**config.mk**
```make
export PLATFORM = sky130hd
export DESIGN_NAME = gt_timer
export DESIGN_NICKNAME = d
export VERILOG_FILES = /design/src/design/gt_pkg.sv /design/src/design/gt_prescale_edge.sv /design/src/design/gt_timer.sv
export SDC_FILE = /design/constraint.sdc
export NUM_CORES = 1
export LEC_CHECK = 0
export ABC_CLOCK_PERIOD_IN_PS = 2500
export BUFFER_PORTS_ARGS = -buffer_cell sky130_fd_sc_hd__buf_2
export CAP_MARGIN = 10
export CORE_ASPECT_RATIO = 0.75
export CORE_MARGIN = 1
export CORE_UTILIZATION = 50
export CTS_CLUSTER_DIAMETER = 150
export DETAILED_ROUTE_END_ITERATION = 16
export PLACE_DENSITY = 0.78
export SYNTH_ARGS = -nofsm -noshare
export SYNTH_HDL_FRONTEND = slang
export SYNTH_SLANG_ARGS = --single-unit
```
**constraint.sdc**
```tcl
create_clock -name pclk -period 2.5 [get_ports pclk]
set_input_delay 0.25 -clock pclk [delete_from_list [all_inputs] [get_ports pclk]]
set_output_delay 0.25 -clock pclk [all_outputs]
set_load 0.01 [all_outputs]
```
**src/design/gt_pkg.sv**
```systemverilog
// Shared constants and types for the gated 16-bit timer/counter
package gt_pkg;

  // System clock
  localparam int unsigned CLK_HZ = 50_000_000;
  localparam int unsigned CLK_PERIOD_NS = 1_000_000_000 / CLK_HZ;

  // Register byte addresses on the APB
  localparam logic [7:0] OFF_CTRL       = 8'h00;
  localparam logic [7:0] OFF_COUNT_LOW  = 8'h04;
  localparam logic [7:0] OFF_COUNT_HIGH = 8'h08;
  localparam logic [7:0] OFF_STATUS     = 8'h0C;
  localparam logic [7:0] OFF_MASK       = 8'h10;
  localparam logic [7:0] OFF_GATE_SRC   = 8'h14;

  // Field positions
  localparam int ST_OVERFLOW_BIT = 0;
  localparam int GATE_SRC_BIT    = 0;

  // Reset values and count maximum
  localparam logic [7:0]  CTRL_RESET     = 8'h00;
  localparam logic [15:0] COUNT_RESET    = 16'h0000;
  localparam logic [15:0] COUNT_MAX      = 16'hFFFF;
  localparam logic        STATUS_RESET   = 1'b0;
  localparam logic        MASK_RESET     = 1'b0;
  localparam logic        GATE_SRC_RESET = 1'b0;

  // Instruction clock is the system clock divided by four
  localparam logic [1:0] INSTR_DIV_LAST = 2'h3;
  localparam logic [2:0] PRESCALE_RESET = 3'h0;

  // Control register, bit 7 down to bit 0
  typedef struct packed {
    logic       gate_invert;
    logic       gate_enable;
    logic [1:0] prescale_select;
    logic       crystal_osc_enable;
    logic       external_sync_disable;
    logic       clock_source_select;
    logic       timer_on;
  } gt_ctrl_t;

  typedef enum logic [1:0] {
    GT_SRC_INSTR,
    GT_SRC_PIN,
    GT_SRC_CRYSTAL
  } gt_src_t;

  // Prescale terminal mask: 00 -> 1:1, 01 -> 1:2, 10 -> 1:4, 11 -> 1:8
  function automatic logic [2:0] prescale_mask(input logic [1:0] sel);
    case (sel)
      2'h0:    prescale_mask = 3'h0;
      2'h1:    prescale_mask = 3'h1;
      2'h2:    prescale_mask = 3'h3;
      default: prescale_mask = 3'h7;
    endcase
  endfunction : prescale_mask

  // One 32-bit read word from a narrow value
  function automatic logic [31:0] rd_byte(input logic [7:0] v);
    rd_byte = {24'h000000, v};
  endfunction : rd_byte

endpackage : gt_pkg

```
**src/design/gt_prescale_edge.sv**
```systemverilog
// Edge detection, synchroniser, arming and prescaler feeding the count
module gt_prescale_edge (
  input  wire logic       pclk,
  input  wire logic       presetn,
  input  wire logic       ext_level,
  input  wire logic       use_external,
  input  wire logic       sync_enable,
  input  wire logic       instr_tick,
  input  wire logic       run,
  input  wire logic [1:0] prescale_select,
  input  wire logic       clear_prescale,
  input  wire logic       disarm,
  output logic            count_tick
);

  logic       sync_a;
  logic       sync_b;
  logic       sync_c;
  logic       raw_a;
  logic       raw_b;
  logic       armed;
  logic [2:0] prescale;
  logic       ext_rise;
  logic       ext_low;
  logic       src_edge;

  localparam logic [2:0] PRESCALE_RESET_L = gt_pkg::PRESCALE_RESET;

  // Two-stage synchroniser plus an edge stage
  always_ff @(posedge pclk or negedge presetn) begin
    if (!presetn) begin
      sync_a <= 1'b0;
      sync_b <= 1'b0;
      sync_c <= 1'b0;
    end else begin
      sync_a <= ext_level;
      sync_b <= sync_a;
      sync_c <= sync_b;
    end
  end

  // Unsynchronised path skips the synchroniser, so it reacts one cycle sooner
  always_ff @(posedge pclk or negedge presetn) begin
    if (!presetn) begin
      raw_a <= 1'b0;
      raw_b <= 1'b0;
    end else begin
      raw_a <= ext_level;
      raw_b <= raw_a;
    end
  end

  always_comb begin
    if (sync_enable) begin
      ext_rise = sync_b & ~sync_c;
      ext_low  = ~sync_b;
    end else begin
      ext_rise = raw_a & ~raw_b;
      ext_low  = ~raw_a;
    end
  end

  // A low level must be seen before the first counted rising edge
  always_ff @(posedge pclk or negedge presetn) begin
    if (!presetn) begin
      armed <= 1'b0;
    end else if (disarm) begin
      armed <= 1'b0;
    end else if (ext_low) begin
      armed <= 1'b1;
    end
  end

  assign src_edge = run & (use_external ? (ext_rise & armed) : instr_tick);

  always_ff @(posedge pclk or negedge presetn) begin
    if (!presetn) begin
      prescale <= PRESCALE_RESET_L;
    end else if (clear_prescale) begin
      prescale <= PRESCALE_RESET_L;
    end else if (src_edge) begin
      if ((prescale & gt_pkg::prescale_mask(prescale_select)) ==
          gt_pkg::prescale_mask(prescale_select)) begin
        prescale <= PRESCALE_RESET_L;
      end else begin
        prescale <= prescale + 3'h1;
      end
    end
  end

  always_ff @(posedge pclk or negedge presetn) begin
    if (!presetn) begin
      count_tick <= 1'b0;
    end else begin
      count_tick <= src_edge & ~clear_prescale &
                    ((prescale & gt_pkg::prescale_mask(prescale_select)) ==
                     gt_pkg::prescale_mask(prescale_select));
    end
  end

endmodule : gt_prescale_edge

```
**src/design/gt_timer.sv**
```systemverilog
// Gated 16-bit timer/counter with APB register access
module gt_timer (
  input  wire logic        pclk,
  input  wire logic        presetn,
  input  wire logic [7:0]  paddr,
  input  wire logic        psel,
  input  wire logic        penable,
  input  wire logic        pwrite,
  input  wire logic [31:0] pwdata,
  output logic             pready,
  output logic [31:0]      prdata,
  output logic             pslverr,
  input  wire logic        external_count_clock_pin,
  input  wire logic        crystal_input_pin,
  output logic             crystal_amp_output_pin,
  output logic             crystal_amp_output_oe,
  input  wire logic        internal_osc_no_clkout_mode,
  input  wire logic        sleep_mode,
  input  wire logic        gate_pin,
  input  wire logic        comparator_gate,
  input  wire logic        port_dir_a,
  input  wire logic        port_dir_b,
  input  wire logic        port_data_a,
  input  wire logic        port_data_b,
  output logic             crystal_pin_a_direction,
  output logic             crystal_pin_b_direction,
  output logic             crystal_pin_a_data,
  output logic             crystal_pin_b_data,
  output logic             irq,
  output logic             wake
);

  gt_pkg::gt_ctrl_t ctrl;
  gt_pkg::gt_src_t  src;
  logic [15:0]      count;
  logic             counter_overflow_flag;
  logic             overflow_mask;
  logic             gate_source;
  logic [1:0]       instr_div;
  logic             instr_tick;
  logic             crystal_active;
  logic             ext_level;
  logic             gate_level;
  logic             gate_ok;
  logic             run;
  logic             count_tick;
  logic             timer_on_q;

  logic             access;
  logic             wr_en;
  logic             wr_ctrl;
  logic             wr_low;
  logic             wr_high;
  logic             wr_status;
  logic             wr_mask;
  logic             wr_gate;
  logic             count_write;
  logic             overflow_event;
  logic [31:0]      next_rdata;
  logic             next_err;

  // Register picked by the byte address; one decoder serves reads and writes
  typedef enum logic [2:0] {
    GT_REG_CTRL,
    GT_REG_COUNT_LOW,
    GT_REG_COUNT_HIGH,
    GT_REG_STATUS,
    GT_REG_MASK,
    GT_REG_GATE_SRC,
    GT_REG_NONE
  } gt_reg_t;

  function automatic gt_reg_t decode_reg(input logic [7:0] addr);
    if (addr == gt_pkg::OFF_CTRL) begin
      decode_reg = GT_REG_CTRL;
    end else if (addr == gt_pkg::OFF_COUNT_LOW) begin
      decode_reg = GT_REG_COUNT_LOW;
    end else if (addr == gt_pkg::OFF_COUNT_HIGH) begin
      decode_reg = GT_REG_COUNT_HIGH;
    end else if (addr == gt_pkg::OFF_STATUS) begin
      decode_reg = GT_REG_STATUS;
    end else if (addr == gt_pkg::OFF_MASK) begin
      decode_reg = GT_REG_MASK;
    end else if (addr == gt_pkg::OFF_GATE_SRC) begin
      decode_reg = GT_REG_GATE_SRC;
    end else begin
      decode_reg = GT_REG_NONE;
    end
  endfunction : decode_reg

  gt_reg_t          reg_sel;

  // APB decode

  assign access = psel & penable;
  assign wr_en  = access & pready & pwrite & ~pslverr;
  assign reg_sel = decode_reg(paddr);

  always_comb begin
    wr_ctrl   = 1'b0;
    wr_low    = 1'b0;
    wr_high   = 1'b0;
    wr_status = 1'b0;
    wr_mask   = 1'b0;
    wr_gate   = 1'b0;
    if (reg_sel == GT_REG_CTRL) begin
      wr_ctrl = wr_en;
    end else if (reg_sel == GT_REG_COUNT_LOW) begin
      wr_low = wr_en;
    end else if (reg_sel == GT_REG_COUNT_HIGH) begin
      wr_high = wr_en;
    end else if (reg_sel == GT_REG_STATUS) begin
      wr_status = wr_en;
    end else if (reg_sel == GT_REG_MASK) begin
      wr_mask = wr_en;
    end else if (reg_sel == GT_REG_GATE_SRC) begin
      wr_gate = wr_en;
    end
  end

  always_comb begin
    next_rdata = 32'h00000000;
    next_err   = 1'b0;
    if (reg_sel == GT_REG_CTRL) begin
      next_rdata = gt_pkg::rd_byte(ctrl);
    end else if (reg_sel == GT_REG_COUNT_LOW) begin
      next_rdata = gt_pkg::rd_byte(count[7:0]);
    end else if (reg_sel == GT_REG_COUNT_HIGH) begin
      next_rdata = gt_pkg::rd_byte(count[15:8]);
    end else if (reg_sel == GT_REG_STATUS) begin
      next_rdata = gt_pkg::rd_byte({7'h00, counter_overflow_flag});
    end else if (reg_sel == GT_REG_MASK) begin
      next_rdata = gt_pkg::rd_byte({7'h00, overflow_mask});
    end else if (reg_sel == GT_REG_GATE_SRC) begin
      next_rdata = gt_pkg::rd_byte({7'h00, gate_source});
    end else begin
      next_err = 1'b1;
    end
  end

  // One wait state: data and pready arrive together, so every access takes
  // exactly one extra cycle and read data is registered
  always_ff @(posedge pclk or negedge presetn) begin
    if (!presetn) begin
      pready  <= 1'b0;
      prdata  <= 32'h00000000;
      pslverr <= 1'b0;
    end else if (access & ~pready) begin
      pready  <= 1'b1;
      prdata  <= pwrite ? 32'h00000000 : next_rdata;
      pslverr <= next_err;
    end else begin
      pready  <= 1'b0;
      pslverr <= 1'b0;
    end
  end

  // Registers written by software

  always_ff @(posedge pclk or negedge presetn) begin
    if (!presetn) begin
      ctrl <= gt_pkg::CTRL_RESET;
    end else if (wr_ctrl) begin
      ctrl <= pwdata[7:0];
    end
  end

  always_ff @(posedge pclk or negedge presetn) begin
    if (!presetn) begin
      overflow_mask <= gt_pkg::MASK_RESET;
    end else if (wr_mask) begin
      overflow_mask <= pwdata[gt_pkg::ST_OVERFLOW_BIT];
    end
  end

  always_ff @(posedge pclk or negedge presetn) begin
    if (!presetn) begin
      gate_source <= gt_pkg::GATE_SRC_RESET;
    end else if (wr_gate) begin
      gate_source <= pwdata[gt_pkg::GATE_SRC_BIT];
    end
  end

  // Clock source selection

  always_ff @(posedge pclk or negedge presetn) begin
    if (!presetn) begin
      instr_div <= 2'h0;
    end else begin
      instr_div <= instr_div + 2'h1;
    end
  end

  assign instr_tick = (instr_div == gt_pkg::INSTR_DIV_LAST);

  // The crystal is shared with the system oscillator, so the enable bit is
  // ignored unless the system clock runs from a mode that leaves it free
  assign crystal_active = ctrl.crystal_osc_enable & internal_osc_no_clkout_mode;

  always_comb begin
    if (!ctrl.clock_source_select) begin
      src = gt_pkg::GT_SRC_INSTR;
    end else if (crystal_active) begin
      src = gt_pkg::GT_SRC_CRYSTAL;
    end else begin
      src = gt_pkg::GT_SRC_PIN;
    end
  end

  always_comb begin
    case (src)
      gt_pkg::GT_SRC_CRYSTAL: ext_level = crystal_input_pin;
      gt_pkg::GT_SRC_PIN:     ext_level = external_count_clock_pin;
      default:                ext_level = 1'b0;
    endcase
  end

  // Gate and run conditions

  assign gate_level = gate_source ? comparator_gate : gate_pin;
  assign gate_ok    = ~ctrl.gate_enable | (ctrl.gate_invert ? gate_level : ~gate_level);

  // In sleep only the unsynchronised external path keeps counting; the
  // instruction clock and the synchroniser both stop with the system clock
  assign run = ctrl.timer_on & gate_ok &
               (~sleep_mode | (ctrl.clock_source_select & ctrl.external_sync_disable));

  always_ff @(posedge pclk or negedge presetn) begin
    if (!presetn) begin
      timer_on_q <= 1'b0;
    end else begin
      timer_on_q <= ctrl.timer_on;
    end
  end

  assign count_write = wr_low | wr_high;

  // Changing the sync bit mid-count moves the edge detector by one cycle,
  // so one increment can be dropped or doubled at the switch
  gt_prescale_edge u_prescale (
    .pclk            (pclk),
    .presetn         (presetn),
    .ext_level       (ext_level),
    .use_external    (ctrl.clock_source_select),
    .sync_enable     (~ctrl.external_sync_disable),
    .instr_tick      (instr_tick),
    .run             (run),
    .prescale_select (ctrl.prescale_select),
    .clear_prescale  (count_write),
    .disarm          (count_write | ~timer_on_q),
    .count_tick      (count_tick)
  );

  // Count register: a write wins over a coincident increment

  assign overflow_event = count_tick & ~count_write & (count == gt_pkg::COUNT_MAX);

  always_ff @(posedge pclk or negedge presetn) begin
    if (!presetn) begin
      count <= gt_pkg::COUNT_RESET;
    end else if (wr_low) begin
      count[7:0] <= pwdata[7:0];
    end else if (wr_high) begin
      count[15:8] <= pwdata[7:0];
    end else if (count_tick) begin
      count <= count + 16'h0001;
    end
  end

  // Overflow flag: set wins over a write-one clear in the same cycle
  always_ff @(posedge pclk or negedge presetn) begin
    if (!presetn) begin
      counter_overflow_flag <= gt_pkg::STATUS_RESET;
    end else if (overflow_event) begin
      counter_overflow_flag <= 1'b1;
    end else if (wr_status & pwdata[gt_pkg::ST_OVERFLOW_BIT]) begin
      counter_overflow_flag <= 1'b0;
    end
  end

  always_ff @(posedge pclk or negedge presetn) begin
    if (!presetn) begin
      irq <= 1'b0;
    end else begin
      irq <= counter_overflow_flag & overflow_mask;
    end
  end

  // Wake only matters while asleep, so it also waits on sleep_mode
  always_ff @(posedge pclk or negedge presetn) begin
    if (!presetn) begin
      wake <= 1'b0;
    end else begin
      wake <= counter_overflow_flag & overflow_mask & sleep_mode;
    end
  end

  // Crystal pins

  // Amplifier keeps running in sleep; nothing here looks at sleep_mode
  always_ff @(posedge pclk or negedge presetn) begin
    if (!presetn) begin
      crystal_amp_output_pin <= 1'b0;
      crystal_amp_output_oe  <= 1'b0;
    end else begin
      crystal_amp_output_pin <= crystal_active & ~crystal_input_pin;
      crystal_amp_output_oe  <= crystal_active;
    end
  end

  always_ff @(posedge pclk or negedge presetn) begin
    if (!presetn) begin
      crystal_pin_a_direction <= 1'b1;
      crystal_pin_b_direction <= 1'b1;
      crystal_pin_a_data      <= 1'b0;
      crystal_pin_b_data      <= 1'b0;
    end else begin
      crystal_pin_a_direction <= crystal_active | port_dir_a;
      crystal_pin_b_direction <= crystal_active | port_dir_b;
      crystal_pin_a_data      <= ~crystal_active & port_data_a;
      crystal_pin_b_data      <= ~crystal_active & port_data_b;
    end
  end

endmodule : gt_timer

```
==> results by group <==
STA
  • Fin. Hold Viols: 0
  • Fin crit period: 2.21 ns
  • Slew @ Worst Pin: 0.789 ns
  • Fmax: 0.453 GHz
  • RSZ-0062 raised after global routing: no
  • Setup ws final: 0.293 ns
  • Setup Skew: 0.0139 ns
  • Setup violators final: 0
  • Slew Limit Headroom: 46.9%
  • TNS Setup: 0 ns
  • Period utilization: 88.3%
  • Max-slew violation count: 0

Drt
  • DRT Wirelength: 8.12 mm
  • DR WL/cell: 17.0 microns
  • Drt drc: 0
  • Initial DRT Pass Iterations: 4
  • Detailed Route Iter0 Violations: 193
  • Routed Antenna Nets: 0
  • DR vias: 2804
  • Via-to-Cell Ratio: 5.88

Placement
  • PortBufs: 48
  • DP Wirelength: 6.13 mm
  • Placer congestion estimate: 0.954
  • DP Worst Slack: 0.0988 ns
  • Placed insts: 468

Logic synthesis
  • Synthesized instance count: 345
  • Yosys cell types: 56
  • Yosys reg bits: 56
  • Number of synthesized flops with an enable pin: 0
  • Ys flop type: dfrtp_1
  • Async set-reset flop share out of synthesis: 100%
  • Yosys warns: 0
  • Avg Cell Area, Syn: 9.36 sq um
  • Post-Syn Area: 3230 sq um
  • Post-synthesis sequential area ratio: 43.5%

CTS
  • CTS tree: yes
  • PostCTS Resize Cnt: 0
  • Skew-Pair Late Insertion Delay: 0.32 ns
  • Hold-fix buffers, CTS: 1
  • H-Tree Depth: 2
  • Clock buffer depth: 2
  • Clk sinks: 56
  • CTS root buffer: clkbuf_8
  • CTS Buf Count: 5
  • Post-CTS setup buffer count: 0
  • Clk slew on worst S/H paths: 0.11 ns

Floorplan
  • Site Rows: 24
  • DIE AREA: 6790 sq um
  • Initial core utilization: 53.8%
  • Core area: 6010 sq um
  • Die height: 71.6 microns
  • I/O pin total: 97
  • Die width: 94.8 microns

Final layout
  • Sequential cell area: 1400 sq um
  • Fin cells: 477
  • Multi-input combinational cell area: 1580 sq um
  • Area grow syn2layout: 12.1%
  • Filler cells: 541
  • Commonest non-fill, non-tap cell in the layout: dfrtp_1
  • Antenna cells: 0
  • Final layout net count: 456
  • Fraction of layout cells with a size suffix above 1: 22.8%
  • Most frequent cells in the layout: 54 x dfrtp_1, 48 x buf_2, 33 x nand2_1

Worst setup path
  • Arrival @ worst endpoint: 2.41 ns
  • CP Max Fanout: 7
  • CP startpoint kind: flop
  • Worst reg2reg setup slack: 0.29 ns
  • CP Data Required Time: 2.70 ns
  • WS Path Type: flop to flop
  • Crit. End Element: flop

Global route
  • Largest net degree at the start of global routing: 31
  • Vias in the first global route: 2585
  • First-pass GRT wire length: 13.2 mm
  • Global route total overflow: 0
  • GRT Util Overall: 25.7%
  • Initial antenna violation count: 0

Flow run
  • Max-Cap Viols: 0

Power
  • Total power: 1.81 mW
  • Peak VDD IR: 260 uV
  • Static Leakage: 1.67 nW
  • Power per standard cell area: 499 nW/um^2

Hold path
  • Min-Delay Path Class: input port to flop

Outcome
  • Result of the run: completed
## flip-flops by register name, indices dropped and copies added, names as in the netlist, 2 cells and up
register / flops
prdata: 8
instr_div: 2
u_prescale.prescale: 3
count: 16
ctrl: 8
## Yosys cell counts (2+ instances only)
cell type / instances / area share [%]
a211o_1: 2 / 0.54
a211oi_1: 6 / 1.4
a21boi_0: 3 / 0.70
a21oi_1: 18 / 2.8
a21oi_2: 2 / 0.54
a22oi_1: 2 / 0.46
a2bb2oi_1: 7 / 1.9
and2_1: 4 / 0.77
and3_1: 2 / 0.39
buf_2: 4 / 0.62
buf_4: 24 / 5.6
buf_6: 2 / 0.70
clkbuf_1: 11 / 1.3
dfrtp_1: 54 / 42
dfstp_2: 2 / 1.6
ha_1: 3 / 1.2
inv_1: 18 / 2.1
mux2_2: 8 / 2.8
mux2i_1: 12 / 3.7
nand2_1: 33 / 3.8
nand2b_1: 4 / 0.77
nand3_1: 10 / 1.5
nand3b_1: 2 / 0.46
nand4_1: 5 / 0.97
nand4b_1: 2 / 0.54
nor2_1: 14 / 1.6
nor2b_1: 7 / 1.4
nor3_1: 5 / 0.77
nor4_1: 5 / 0.97
o2111ai_1: 2 / 0.54
o211ai_1: 3 / 0.70
o21ai_0: 25 / 3.9
o221ai_1: 7 / 1.9
o22ai_1: 5 / 0.97
o31ai_1: 3 / 0.70
or2_2: 3 / 0.58
or3_1: 3 / 0.58
or4_1: 5 / 1.2
## worst paths after layout
kind,to,from,cells past startpoint
min in group asynchronous,pready,presetn,2
worst min register to register,u_prescale.sync_b,u_prescale.sync_a,0
worst min-delay path,crystal_amp_output_pin,crystal_input_pin,2
worst max register to register,count[7],pslverr,6
worst max-delay path,count[7],pslverr,6
max in group asynchronous,count[13],presetn,3
## power by group
| group | internal (mW) | leakage, nW | switching (mW) | total, mW |
|---|---|---|---|---|
| Sequential | 0.952 | 0.714 | 0.0563 | 1.01 |
| Combinational | 0.0991 | 0.912 | 0.171 | 0.270 |
| Clock | 0.206 | 0.0463 | 0.320 | 0.526 |
## metrics by stage
step	cell area (sq um)	utilization, %	hold WS, ns
after CTS	3620	60.3	0.0749
after detailed placement	3510	58.5	0.323
after global routing	3620	60.3	0.0754
after global placement	3510	58.5	0.309
after floorplan	3320	-	-0.0456
final	3620	60.3	0.0904
## logic make-up after synthesis
logic type / share of synthesized area (%)
muxes: 6.51
other: 0.116
xor gates and xnor gates: 0.271
buffers and inverters: 10.3
AOI/OAI and AO/OA: 20.4
DFF: 43.5
adders and majority gates: 1.16
and+or+nand+nor: 17.8
## final cells by class
class | instances | share of cell area [%]
clock inverter | 3 | 0.760
inverter | 18 | 1.87
timing repair buffer | 64 | 10.4
multi-input combinational | 253 | 43.6
sequential | 56 | 38.8
tap | 78 | 2.70
clock buffer | 5 | 1.90
## worst max-delay path, cell delays in order, from the launching register on
cell and delay, ns:
dfrtp_1 0.39, nand3b_1 0.33, or4_1 0.60, buf_4 0.19, or3_1 0.31, a211oi_1 0.21
a21oi_1 0.06
## layer usage
| layer | vias to the layer above | global-route usage (%) | share of wire [%] |
|---|---|---|---|
| met5 | - | 0 | 0 |
| met4 | 0 | 9.09 | 2.2 |
| met3 | 19 | 5.94 | 9.3 |
| met2 | 151 | 37.3 | 42 |
| met1 | 1333 | 37.6 | 46 |
| li1 | 1301 | - | - |
Power figures use the tool's default switching activity.
